<file path="config.mk">
export PLATFORM = sky130hd
export DESIGN_NAME = srsr_core
export DESIGN_NICKNAME = d
export VERILOG_FILES = /design/src/rtl/srsr_pkg.sv /design/src/rtl/srsr_core.sv
export SDC_FILE = /design/constraint.sdc
export NUM_CORES = 1
export LEC_CHECK = 0
export ABC_AREA = 1
export BUFFER_PORTS_ARGS = -buffer_cell sky130_fd_sc_hd__buf_2
export CORE_UTILIZATION = 55
export CTS_BUF_LIST = sky130_fd_sc_hd__clkbuf_4
export CTS_CLUSTER_SIZE = 25
export DETAILED_ROUTE_END_ITERATION = 8
export PLACE_DENSITY = 0.9
export SLEW_MARGIN = 20
export SYNTH_ARGS = -nofsm -noshare
export SYNTH_HDL_FRONTEND = slang
export SYNTH_SLANG_ARGS = --single-unit
</file>
<file path="constraint.sdc">
create_clock -name sys_clk_i -period 1.6 [get_ports sys_clk_i]
set_input_delay 0.48 -clock sys_clk_i [delete_from_list [all_inputs] [get_ports sys_clk_i]]
set_output_delay 0.48 -clock sys_clk_i [all_outputs]
set_load 0.02 [all_outputs]
</file>
<file path="src/rtl/srsr_pkg.sv">
// Constants and types for the status reporting and service request block.
// Assumes a command parser upstream that decodes host commands into strobes.
package srsr_pkg;
  // ----------------------------------------
  // Summary status byte fields
  // ----------------------------------------
  localparam int SUM_TRIP_BIT   = 0;
  localparam int SUM_PWRUP_BIT  = 1;
  localparam int SUM_SEQEND_BIT = 2;
  localparam int SUM_ERR_BIT    = 3;
  localparam int SUM_LINK_BIT   = 4;
  localparam int SUM_RQS_BIT    = 6;
  // Request mask bits that can raise a request
  localparam logic [7:0] REQ_MASK_USED = 8'h1D;
  // ----------------------------------------
  // Reset values and codes
  // ----------------------------------------
  localparam logic [7:0] MASK_RST      = 8'h00;
  localparam logic [7:0] ERR_RST       = 8'h00;
  localparam logic [1:0] TERM_RST      = 2'h0;
  localparam logic [4:0] TARGET_MASTER = 5'h00;
  localparam logic [4:0] TARGET_BCAST  = 5'h10;
  localparam logic [7:0] CODE_RESUME   = 8'h11;
  localparam logic [7:0] CODE_SUSPEND  = 8'h13;
  localparam logic [7:0] CODE_HOLDOFF  = 8'h40;
  // Reply terminator codes
  typedef enum logic [1:0] {
    SRSR_TERM_CRLF = 2'h0,
    SRSR_TERM_CR   = 2'h1,
    SRSR_TERM_LF   = 2'h2,
    SRSR_TERM_EOI  = 2'h3
  } srsr_term_t;
  // Reply source select
  typedef enum logic [2:0] {
    SRSR_Q_SUM   = 3'h0,
    SRSR_Q_TRIP  = 3'h1,
    SRSR_Q_RMASK = 3'h2,
    SRSR_Q_TMASK = 3'h3,
    SRSR_Q_ERR   = 3'h4,
    SRSR_Q_TERM  = 3'h5,
    SRSR_Q_LABEL = 3'h6,
    SRSR_Q_OTHER = 3'h7
  } srsr_query_t;
endpackage

</file>
<file path="src/rtl/srsr_core.sv">
// Status byte, masks, trip latch, link settings and service request.
// Assumes one-cycle command strobes from a parser on sys_clk_i, and
// trip conditions and the polling/clear events from asynchronous pins.
`timescale 1ns/1ps
module srsr_core #(
  parameter int ADDR_MAX = 15
) (
  // Clock and reset
  input  wire logic       sys_clk_i,
  input  wire logic       rst_n_i,
  // Option straps and link events
  input  wire logic       par_bus_fitted_i,
  input  wire logic       powerup_flag_i,
  input  wire logic       program_run_complete_i,
  input  wire logic       link_request_i,
  input  wire logic [7:0] trip_cond_i,
  input  wire logic       device_clear_i,
  input  wire logic       serial_poll_i,
  input  wire logic       group_trigger_i,
  // Command strobes from parser
  input  wire logic       req_mask_write_i,
  input  wire logic       trip_enable_write_i,
  input  wire logic       term_write_i,
  input  wire logic       label_write_i,
  input  wire logic       target_write_i,
  input  wire logic       lockout_write_i,
  input  wire logic       quiet_write_i,
  input  wire logic       alarm_reset_i,
  input  wire logic       sw_trigger_i,
  input  wire logic [7:0] cmd_data_i,
  input  wire logic       err_valid_i,
  input  wire logic [7:0] err_code_i,
  // Serial receive codes and command completion
  input  wire logic       rx_valid_i,
  input  wire logic [7:0] rx_code_i,
  input  wire logic       cmd_done_i,
  // Query port
  input  wire logic       query_i,
  input  wire logic [2:0] query_sel_i,
  // Reply and settings
  output logic [7:0]      reply_data_o,
  output logic            reply_valid_o,
  output logic            reply_label_o,
  output logic [1:0]      reply_term_o,
  output logic [4:0]      link_target_o,
  output logic [4:0]      answer_addr_o,
  output logic            panel_locked_o,
  output logic            ack_enable_o,
  output logic            tx_suspend_o,
  output logic            hold_off_o,
  output logic            alarm_clear_o,
  output logic            trigger_o,
  output logic            service_req_o,
  output logic [7:0]      summary_o
);

  // ----------------------------------------
  // Input synchronisers
  // ----------------------------------------
  localparam int SW = 14;
  logic [SW-1:0] sync1_q, sync2_q, sync1_d, sync2_d;
  logic [SW-1:0] edge_q, edge_d;
  logic [SW-1:0] raw;
  assign raw = {group_trigger_i, serial_poll_i, device_clear_i, link_request_i,
                program_run_complete_i, powerup_flag_i, trip_cond_i};

  // Two flops per pin plus an edge flop; edges taken from the second only
  always_comb begin
    sync1_d = raw;
    sync2_d = sync1_q;
    edge_d  = sync2_q;
  end

  always_ff @(posedge sys_clk_i or negedge rst_n_i) begin
    if (!rst_n_i) begin
      sync1_q <= '0;
      sync2_q <= '0;
      edge_q  <= '0;
    end else begin
      sync1_q <= sync1_d;
      sync2_q <= sync2_d;
      edge_q  <= edge_d;
    end
  end

  logic [7:0] trip_s;
  logic       pwr_s, seq_s, link_s, dcl_p, poll_p, get_p;
  assign trip_s = sync2_q[7:0];
  assign pwr_s  = sync2_q[8];
  assign seq_s  = sync2_q[9];
  assign link_s = sync2_q[10];
  assign dcl_p  = sync2_q[11] & ~edge_q[11];
  assign poll_p = sync2_q[12] & ~edge_q[12];
  assign get_p  = sync2_q[13] & ~edge_q[13];

  // ----------------------------------------
  // Settings and status state
  // ----------------------------------------
  logic [7:0] rmask_q, rmask_d, tmask_q, tmask_d;
  logic [7:0] trip_q, trip_d, err_q, err_d;
  logic       err_flag_q, err_flag_d, rqs_q, rqs_d;
  logic [1:0] term_q, term_d;
  logic       label_q, label_d, lock_q, lock_d, quiet_q, quiet_d;
  logic       susp_q, susp_d, hold_q, hold_d;
  logic [4:0] target_q, target_d;
  logic       rd_trip, rd_err;
  logic [7:0] summary, enabled;

  assign rd_trip = query_i && (query_sel_i == srsr_pkg::SRSR_Q_TRIP);
  assign rd_err  = query_i && (query_sel_i == srsr_pkg::SRSR_Q_ERR);

  // Summary byte assembly
  always_comb begin
    summary = 8'h00;
    summary[srsr_pkg::SUM_TRIP_BIT]   = |(trip_q & tmask_q);
    summary[srsr_pkg::SUM_PWRUP_BIT]  = pwr_s & par_bus_fitted_i;
    summary[srsr_pkg::SUM_SEQEND_BIT] = seq_s;
    summary[srsr_pkg::SUM_ERR_BIT]    = err_flag_q;
    summary[srsr_pkg::SUM_LINK_BIT]   = link_s;
    summary[srsr_pkg::SUM_RQS_BIT]    = rqs_q & par_bus_fitted_i;
    enabled = summary & rmask_q & srsr_pkg::REQ_MASK_USED;
  end

  // Next-state for all settings
  always_comb begin
    rmask_d    = rmask_q;
    tmask_d    = tmask_q;
    trip_d     = trip_q;
    err_d      = err_q;
    err_flag_d = err_flag_q;
    rqs_d      = rqs_q;
    term_d     = term_q;
    label_d    = label_q;
    lock_d     = lock_q;
    quiet_d    = quiet_q;
    susp_d     = susp_q;
    hold_d     = hold_q;
    target_d   = target_q;
    if (req_mask_write_i) begin
      rmask_d = cmd_data_i;
    end
    if (trip_enable_write_i) begin
      tmask_d = cmd_data_i;
    end
    if (term_write_i) begin
      term_d = cmd_data_i[1:0];
    end
    if (label_write_i) begin
      label_d = cmd_data_i[0];
    end
    if (lockout_write_i) begin
      lock_d = cmd_data_i[0];
    end
    if (quiet_write_i) begin
      quiet_d = cmd_data_i[0];
    end
    if (target_write_i && (cmd_data_i <= 8'(ADDR_MAX + 1))) begin
      target_d = cmd_data_i[4:0];
    end
    // trip latch, clear on query; new set wins
    if (rd_trip) begin
      trip_d = 8'h00;
    end
    trip_d = trip_d | trip_s;
    // error bit clears on error query
    if (rd_err) begin
      err_flag_d = 1'b0;
    end
    // device clear drops error and target
    if (dcl_p) begin
      err_d      = srsr_pkg::ERR_RST;
      err_flag_d = 1'b0;
      target_d   = srsr_pkg::TARGET_MASTER;
    end
    if (err_valid_i) begin
      err_d      = err_code_i;
      err_flag_d = 1'b1;
    end
    if (poll_p) begin
      rqs_d = 1'b0;
    end
    if (par_bus_fitted_i && (|enabled)) begin
      rqs_d = 1'b1;
    end
    if (rx_valid_i && (rx_code_i == srsr_pkg::CODE_SUSPEND)) begin
      susp_d = 1'b1;
    end else if (rx_valid_i && (rx_code_i == srsr_pkg::CODE_RESUME)) begin
      susp_d = 1'b0;
    end
    if (cmd_done_i) begin
      hold_d = 1'b0;
    end
    if (rx_valid_i && (rx_code_i == srsr_pkg::CODE_HOLDOFF)) begin
      hold_d = 1'b1;
    end
  end

  always_ff @(posedge sys_clk_i or negedge rst_n_i) begin
    if (!rst_n_i) begin
      rmask_q    <= srsr_pkg::MASK_RST;
      tmask_q    <= srsr_pkg::MASK_RST;
      trip_q     <= 8'h00;
      err_q      <= srsr_pkg::ERR_RST;
      err_flag_q <= 1'b0;
      rqs_q      <= 1'b0;
      term_q     <= srsr_pkg::TERM_RST;
      label_q    <= 1'b0;
      lock_q     <= 1'b0;
      quiet_q    <= 1'b0;
      susp_q     <= 1'b0;
      hold_q     <= 1'b0;
      target_q   <= srsr_pkg::TARGET_MASTER;
    end else begin
      rmask_q    <= rmask_d;
      tmask_q    <= tmask_d;
      trip_q     <= trip_d;
      err_q      <= err_d;
      err_flag_q <= err_flag_d;
      rqs_q      <= rqs_d;
      term_q     <= term_d;
      label_q    <= label_d;
      lock_q     <= lock_d;
      quiet_q    <= quiet_d;
      susp_q     <= susp_d;
      hold_q     <= hold_d;
      target_q   <= target_d;
    end
  end

  // ----------------------------------------
  // Query reply and one-shot outputs
  // ----------------------------------------
  logic [7:0] reply_q, reply_d;
  logic       rvalid_q, rvalid_d, aclr_q, aclr_d, trig_q, trig_d;

  // Reply picks the value before any read-clear
  always_comb begin
    rvalid_d = query_i;
    aclr_d   = alarm_reset_i; // leave alarm state
    trig_d   = sw_trigger_i | get_p; // software or group trigger
    reply_d  = reply_q;
    if (query_i) begin
      case (query_sel_i)
        srsr_pkg::SRSR_Q_SUM:   reply_d = summary; // summary reply
        srsr_pkg::SRSR_Q_TRIP:  reply_d = trip_q;  // trip reply
        srsr_pkg::SRSR_Q_RMASK: reply_d = rmask_q;
        srsr_pkg::SRSR_Q_TMASK: reply_d = tmask_q;
        srsr_pkg::SRSR_Q_ERR:   reply_d = err_q;   // error code reply
        srsr_pkg::SRSR_Q_TERM:  reply_d = {6'h00, term_q};
        srsr_pkg::SRSR_Q_LABEL: reply_d = {7'h00, label_q};
        default:                reply_d = {3'h0, answer_addr_o};
      endcase
    end
  end

  always_ff @(posedge sys_clk_i or negedge rst_n_i) begin
    if (!rst_n_i) begin
      reply_q  <= 8'h00;
      rvalid_q <= 1'b0;
      aclr_q   <= 1'b0;
      trig_q   <= 1'b0;
    end else begin
      reply_q  <= reply_d;
      rvalid_q <= rvalid_d;
      aclr_q   <= aclr_d;
      trig_q   <= trig_d;
    end
  end

  // Outputs; binary reply, decimal text is the formatter's job
  assign reply_data_o   = reply_q;
  assign reply_valid_o  = rvalid_q;
  assign reply_label_o  = label_q;
  assign reply_term_o   = term_q;
  assign link_target_o  = target_q;
  assign answer_addr_o  = (target_q == srsr_pkg::TARGET_BCAST) ?
                          srsr_pkg::TARGET_MASTER : target_q;
  assign panel_locked_o = lock_q;
  assign ack_enable_o   = ~quiet_q;
  assign tx_suspend_o   = susp_q;
  assign hold_off_o     = hold_q;
  assign alarm_clear_o  = aclr_q;
  assign trigger_o      = trig_q;
  assign service_req_o  = rqs_q & par_bus_fitted_i;
  assign summary_o      = summary;

endmodule

</file>
Word-level counts from Yosys, hierarchy flattened:

Cells that the tools add are included.

* register bits after elaboration: 99
* word-level logic and storage cells: 76
* input bits: 57
* output and inout port bits: 37

* bitwise gates (word level): 13
* eq/ne operators: 10
* $lt $le $gt $ge: 1
* multiplexer cells: 16
* reduce and logical (&&, ||, !) cells: 16

Operators by type and width (number)
* 8-bit case mux with 7 select lines: 1
* 8-bit two-way mux: 3
* 8-bit by 5-bit equality test with 1-bit output (second input constant): 2
* 5-bit two-way mux: 3
* 2-bit nonzero test: 5
* 3-bit equality test (second input constant): 3
* 1-bit two-way mux: 9
* 8-bit bitwise AND: 1
* 8-bit by 7-bit equality test with 1-bit output (second input constant): 1
* 8-bit by 5-bit <= comparator with 1-bit output (second input constant): 1
* 8-bit OR: 1
* 8-bit OR reduction: 1
* 1-bit logical AND: 7
* 3-bit by 2-bit equality test with 1-bit output (second input constant): 2
* 1-bit bitwise AND: 5
* 5-bit bitwise AND: 1
* 5-bit equality test (second input constant): 1
* 1-bit inverter: 4
* 4-bit OR reduction: 1
* 3-bit by 1-bit equality test with 1-bit output (second input constant): 1
* 3-bit zero test: 1
* 3-bit nonzero test: 1
* 1-bit OR: 1

Logic depth before layout (Yosys ltp):

Gate-level depths: netlist (run 1).

* word-level depth: 6
* gate-level depth with buffers: 10
* mapped depth without buffers: 9

Worst setup path before layout (run 1):

OpenSTA, ideal clock, no wires.

* path kind: register -> output
* start: reg target_q[0], in the netlist link_target_o[0]
* end: out answer_addr_o[4]
* arrival: 933 ps
* path slack: 187 ps
* path buffers: 0
* required time: 1120 ps
* cell stages (with the launch flop): 5
* cells stage by stage: dfrtp_1 > inv_1 > nand3_1 > o21ai_0 > inv_1

* cells in the longest elaborated chain, start to end: 2

RTL lines
* from (decl): line srsr_core.sv:105 `logic [4:0] target_q, target_d;`
* from (signal assigned): line srsr_core.sv:212 `target_q <= srsr_pkg::TARGET_MASTER;`
* from (signal assigned): line srsr_core.sv:226 `target_q <= target_d;`
* 5-bit equality test: line srsr_core.sv:276 `assign answer_addr_o = (target_q == srsr_pkg::TARGET_BCAST) ?`
* 5-bit two-way mux: line srsr_core.sv:276
* to (decl): line srsr_core.sv:46 `output logic [4:0] answer_addr_o,`

No other way between the ends.

Final worst setup path (run 1):

* start: reg target_q[3], in the netlist link_target_o[3]
* end: out answer_addr_o[4]

Same word-level chain as after synthesis.

==> flow_summary.toml, run 1 <==
[power_and_ir_drop]
powerDensity_nw_per_um2 = 972
vdd_ir_drop_max_mv = 0.752
p_sw_mw = 1.24
pwr-share-clk_pct = 28.7
power_frac_comb_pct = 15.0
cellInternalPower_mw = 3.14
p_sw_share_pct = 28.3
p_leak_nw = 2.48
seqPwrFrac_pct = 56.3

[final_layout]
final_common_cell = "nand2_1"
area.growth.synth_to_final_pct = 25.2
nFillCells = 496
num_antenna_cells = 0
fin_util_pct = 71.2
nNetsFinal = 564
layout_common_cells = "nand2_1 (110), dfrtp_1 (87), buf_2 (79)"
drive_above_1_share_pct = 31.8

[sta]
setup_slack_ps = -227
period_share_pct = 114
rsz0062_at_grt = "yes"
period_needed_ps = 1830
setup_viol = 8
finClkSkew_ps = 12.7
maxSlewViolCount = 0
max_freq_ghz = 0.547
hold_viol = 0
setup_tns_ps = -667
timing.hold.ws_ps = 141

[logic_synthesis]
yosysSeqAreaShare_pct = 61.3
muxShareOfSynthArea_pct = 0.627
syn_area_um2 = 3590
synth-compound-area-share_pct = 7.77
ys_ff_latch = 88
yosys.area_share.simple_pct = 21.8
synth_xor_area_share_pct = 0
synth_top_family_by_area = "simple AND/OR/NAND/NOR gates"
ys_types = 29
synth_area_per_cell_um2 = 9.21
netlist_instances = 390
yosys_warnings = 0
synthAdderAreaFrac_pct = 0

[worst_setup_path]
reg2reg_from = "link_target_o[3]"
cp_cell_sequence = "inv_2, nand3_2, o21ai_2, inv_1, buf_6"
start_kind = "flop"
rrSetupSlack_ps = 100
rr_worst_depth = 11
endpoint = "answer_addr_o[4]"
cp-end-kind = "output port"
crit_type = "flop to output port"
required_ps = 1120
crit_fanout = 2
worstPathArrival_ps = 1350
slowest_stage = "dfrtp_1"
crit_start = "link_target_o[3]"
r2r-end = "reply_data_o[4]"
cpPeakStageDelay_ps = 430

[placed_design]
port_buffers = 91
dpl.hpwl_um = 5780
gp_congestion = 0.900

[routing]
routed_wl_um = 8170
drtAntennaViolNets = 0
drt-initial-drc-count = 196
first_pass_iters = 4
vias = 2987
drc_errors = 0
avgViaCountPerCell = 5.07
wl_per_cell_um = 13.9

[floorplanning]
core.rowCount = 29
design.core.area_um2 = 6310
floorplan.initialDensity_pct = 56.9
dieArea_um2 = 6860
die_w_um = 82.8
io_pins = 94
die_y_um = 82.8

[clocking]
insertion_delay_ps = 430
cts_tree = "yes"
cts.sinks = 88
cts.htree.levels = 3
cts_root_buffer = "clkbuf_4"
path_clk_slew_ps = 140
cts.path.max_buffers = 2
cts_buffers = 9

[global_routing]
grt_pass1_vias = 2926
grt_max_degree = 33
grt_overflow = 0
grt.total_usage_pct = 25.4
grt_pass1_wl_um = 13600
antenna_found_initial = 0

[outcome]
violations = "negative setup slack"
status = "finished with violations"

[flow_run]
cap_violations = 0

[min_path]
hp-class = "input port to flop"
-- cell usage after synthesis (all sizes together) --
master	n	area share, %
clkbuf	8	0.84
nor3	3	0.87
or2	1	0.17
nor4	2	0.35
o21bai	9	1.9
o31ai	1	0.21
a21oi	25	3.6
nor2	33	4.0
dfrtp	88	61
o21ai	15	2.1
inv	49	5.2
nand3	22	3.1
nand2	112	12
conb	1	0.10
nand4	8	1.4
buf	10	2.3
mux2	2	0.63
nand3b	1	0.21
-- through the flow --
| stage | instances | power, mW | setup WS [ps] | instance area, µm² |
|---|---|---|---|---|
| 6_report | 589 | 4.37 | -227 | 4500 |
| 5_1_grt | 589 | 4.57 | -306 | 4500 |
| 4_1_cts | 582 | 4.37 | -234 | 4420 |
| 3_5_place_dp | 546 | 3.09 | 30.2 | 4090 |
| 3_3_place_gp | 546 | 3.07 | 70.3 | 4090 |
| 2_1_floorplan | 391 | 2.83 | 187 | 3600 |
-- state kept, by name (all words and copies together) (netlist names), 2 cells and up --
register and cells:
reply_term_o 2, sync1_q 14, edge_q 3, edge_d 14
reply_data_o 8, tmask_q 8, rmask_q 8, trip_q 8
err_q 8, link_target_o 5
-- critical path: cells and delay by family (launching register included) --
kind / cells / cell delay [ps]
compound gates: 1 / 140
buf+inv: 3 / 280
flops: 1 / 430
simple gates: 1 / 70
-- worst min path at each step --
stage                                from             to  slack (ps)  depth (start not counted)
after floorplan                   rst_n_i  alarm_clear_o         180                          0
after global placement         sync1_q[8]      edge_d[8]         330                          0
after detailed placement       sync1_q[1]      edge_d[1]         330                          0
after CTS                  device_clear_i    sync1_q[11]         120                          1
after global routing       device_clear_i    sync1_q[11]         120                          1
final                     group_trigger_i    sync1_q[13]         140                          1
-- area by class of cell --
cell class	count	area, µm²	area share (%)
Tap cell	77	96.3	2.14
Clock buffer	10	75.1	1.67
Multi-Input combinational cell	236	1110	24.7
Timing Repair Buffer	123	759	16.9
Inverter	49	186	4.14
Sequential cell	88	2200	49.0
Clock inverter	6	67.6	1.50
-- metal layers --
layer	wire length (µm)	vias up	share of wire [%]	global-route usage [%]
met2	3970	121	49	42.1
li1	-	1451	-	-
met1	3330	1395	41	32.6
met5	0	-	0	0
met4	230	0	2.8	10.8
met3	626	20	7.7	5.07
-- kinds of logic after synthesis --
family          after synthesis
buf+inv                      67
simple gates                182
flops                        88
other cells                   1
compound gates               50
mux                           2
-- power by group through the flow --
stage / registers (mW) / logic (mW) / clock network (mW)
global placement: 2.50 / 0.568 / 0
finish: 2.46 / 0.656 / 1.25
detailed placement: 2.51 / 0.586 / 0
global route: 2.48 / 0.730 / 1.36
CTS: 2.46 / 0.632 / 1.27
floorplan: 2.54 / 0.289 / 0
-- timing repair --
item                                    4_1_cts  5_1_grt
pin swaps                                     3        7
hold endpoints to repair                     22        0
resized for setup                            17       10
cloned                                        0        0
setup buffers                                19        7
hold buffers                                  1        0
endpoints found under the setup margin        4       13
Note: power is estimated with default switching activity, not from simulation.
==> inputs of run 2 (changes only) <==
--- a/config.mk
+++ b/config.mk
@@ -7,11 +7,11 @@
 export LEC_CHECK = 0
 export ABC_AREA = 1
 export BUFFER_PORTS_ARGS = -buffer_cell sky130_fd_sc_hd__buf_2
-export CORE_UTILIZATION = 55
+export CORE_UTILIZATION = 54
 export CTS_BUF_LIST = sky130_fd_sc_hd__clkbuf_4
 export CTS_CLUSTER_SIZE = 25
 export DETAILED_ROUTE_END_ITERATION = 8
-export PLACE_DENSITY = 0.9
+export PLACE_DENSITY = 0.88
 export SLEW_MARGIN = 20
 export SYNTH_ARGS = -nofsm -noshare
 export SYNTH_HDL_FRONTEND = slang
==> constraint.sdc (replaced) <==
create_clock -name sys_clk_i -period 1.7 [get_ports sys_clk_i]
set_input_delay 0.51 -clock sys_clk_i [delete_from_list [all_inputs] [get_ports sys_clk_i]]
set_output_delay 0.51 -clock sys_clk_i [all_outputs]
set_load 0.02 [all_outputs]
==> flow_summary.toml, run 2 (synthesized netlist as in run 1, its figures left out) <==
[power_and_ir_drop]
p_leak_nw = 2.50
p_total_mw = 4.42
pwr-share-clk_pct = 33.6
power_frac_comb_pct = 14.0
p_sw_mw = 1.19
p_sw_share_pct = 27.0
powerDensity_nw_per_um2 = 971
seqPwrFrac_pct = 52.4
vdd_ir_drop_max_mv = 0.713
cellInternalPower_mw = 3.22

[clocking]
cts.htree.levels = 3
cts_buffers = 9
cts.path.max_buffers = 2
path_clk_slew_ps = 150
cts.sinks = 88
cts_root_buffer = "clkbuf_4"
cts_tree = "yes"
insertion_delay_ps = 450

[sta]
max_freq_ghz = 0.530
timing.hold.ws_ps = 160
setup_viol = 2
maxSlewViolCount = 0
setup_slack_ps = -188
period_share_pct = 111
hold_viol = 0
finClkSkew_ps = 15.2
period_needed_ps = 1890
setup_tns_ps = -362
rsz0062_at_grt = "yes"

[final_layout]
drive_above_1_share_pct = 31.2
final_common_cell = "nand2_1"
stdcell_count = 587
fin_util_pct = 71.2
num_antenna_cells = 0
seqCellArea_um2 = 2200
layout_common_cells = "nand2_1 (110), dfrtp_1 (88), buf_2 (83)"
fin_area_um2 = 4550
nNetsFinal = 562
multi_input_area_um2 = 1110
area.growth.synth_to_final_pct = 26.6
nFillCells = 469

[floorplanning]
design.core.area_um2 = 6390
io_pins = 94
dieArea_um2 = 6980
floorplan.initialDensity_pct = 56.2
die_y_um = 83.6
die_w_um = 83.6
core.rowCount = 29

[min_path]
min_to = "sync1_q[3]"
min_from = "trip_cond_i[3]"
hp-class = "input port to flop"
hold_depth = 1

[placed_design]
dpl.hpwl_um = 5670
gp_congestion = 0.938
port_buffers = 91
placed_area_um2 = 4110
dp_slack_ps = 80.6
dp.cells = 547

[worst_setup_path]
rr_worst_depth = 11
required_ps = 1190
reg2reg_from = "link_target_o[3]"
cpPeakStageDelay_ps = 430
r2r-end = "reply_data_o[3]"
cp-end-kind = "output port"
rrSetupSlack_ps = 120
slowest_stage = "dfrtp_1"
cp_cell_sequence = "inv_2, nand3_2, o21ai_2, inv_1, buf_6"
crit_type = "flop to output port"
start_kind = "flop"
worstPathArrival_ps = 1380
crit_fanout = 2

[global_routing]
grt_pass1_wl_um = 13400
grt_pass1_vias = 2827
grt_overflow = 0
grt_max_degree = 48
antenna_found_initial = 0
grt.total_usage_pct = 25.0

[outcome]
violations = "negative setup slack"
status = "finished with violations"

[routing]
avgViaCountPerCell = 5.11
routed_wl_um = 8330
drc_errors = 0
first_pass_iters = 5
drt-initial-drc-count = 188
wl_per_cell_um = 14.2
drtAntennaViolNets = 0
vias = 2998

[flow_run]
cap_violations = 0
==> run 2: timing repair <==
| action | CTS | global route |
|---|---|---|
| pin swaps | 6 | 8 |
| setup endpoints to repair | 2 | 7 |
| hold buffers | 1 | 0 |
| buffers inserted | 17 | 9 |
| resized for setup | 11 | 15 |
| hold endpoints to repair | 9 | 0 |
==> run 2: routing by layer <==
metal | vias to the layer above | part of all wire [%] | track usage [%]
met3 | 29 | 6.5 | 5.04
met2 | 143 | 48 | 40.1
li1 | 1447 | - | -
met4 | 0 | 2.9 | 12.2
met5 | - | 0 | 0
met1 | 1379 | 42 | 32.7
==> run 2: layout make-up <==
| type | instances | share of cell area (%) |
|---|---|---|
| flip-flops and latches | 88 | 48.4 |
| clock buffers | 9 | 1.49 |
| multi-input cells | 236 | 24.4 |
| repair buffers | 121 | 16.8 |
| clock inverters | 7 | 2.61 |
| inverters | 49 | 4.10 |
| well taps | 77 | 2.12 |
==> run 2: worst max path at each step <==
stage                startpoint                to  slack, ps  cells past startpoint
2_1_floorplan  link_target_o[0]  answer_addr_o[4]        260                      4
3_3_place_gp     query_sel_i[2]   reply_data_o[1]        150                     10
3_5_place_dp     query_sel_i[2]   reply_data_o[1]         80                     10
4_1_cts               trip_q[3]      summary_o[0]       -190                      5
5_1_grt              tmask_q[7]      summary_o[0]       -280                      5
6_report       link_target_o[3]  answer_addr_o[4]       -190                      5
==> run 2: worst max-delay path, delay by kind of cell, from the launching register on <==
family                 cells  cell delay (ps)
DFF                        1              430
buffers and inverters      3              280
AOI/OAI and AO/OA          1              140
and+or+nand+nor            1               80
==> run 2: power by group through the flow <==
stage	Clock [mW]	Combinational [mW]	Sequential (mW)
5_1_grt	1.58	0.686	2.33
4_1_cts	1.49	0.590	2.32
3_3_place_gp	0	0.539	2.35
3_5_place_dp	0	0.555	2.36
6_report	1.48	0.618	2.32
2_1_floorplan	0	0.272	2.39
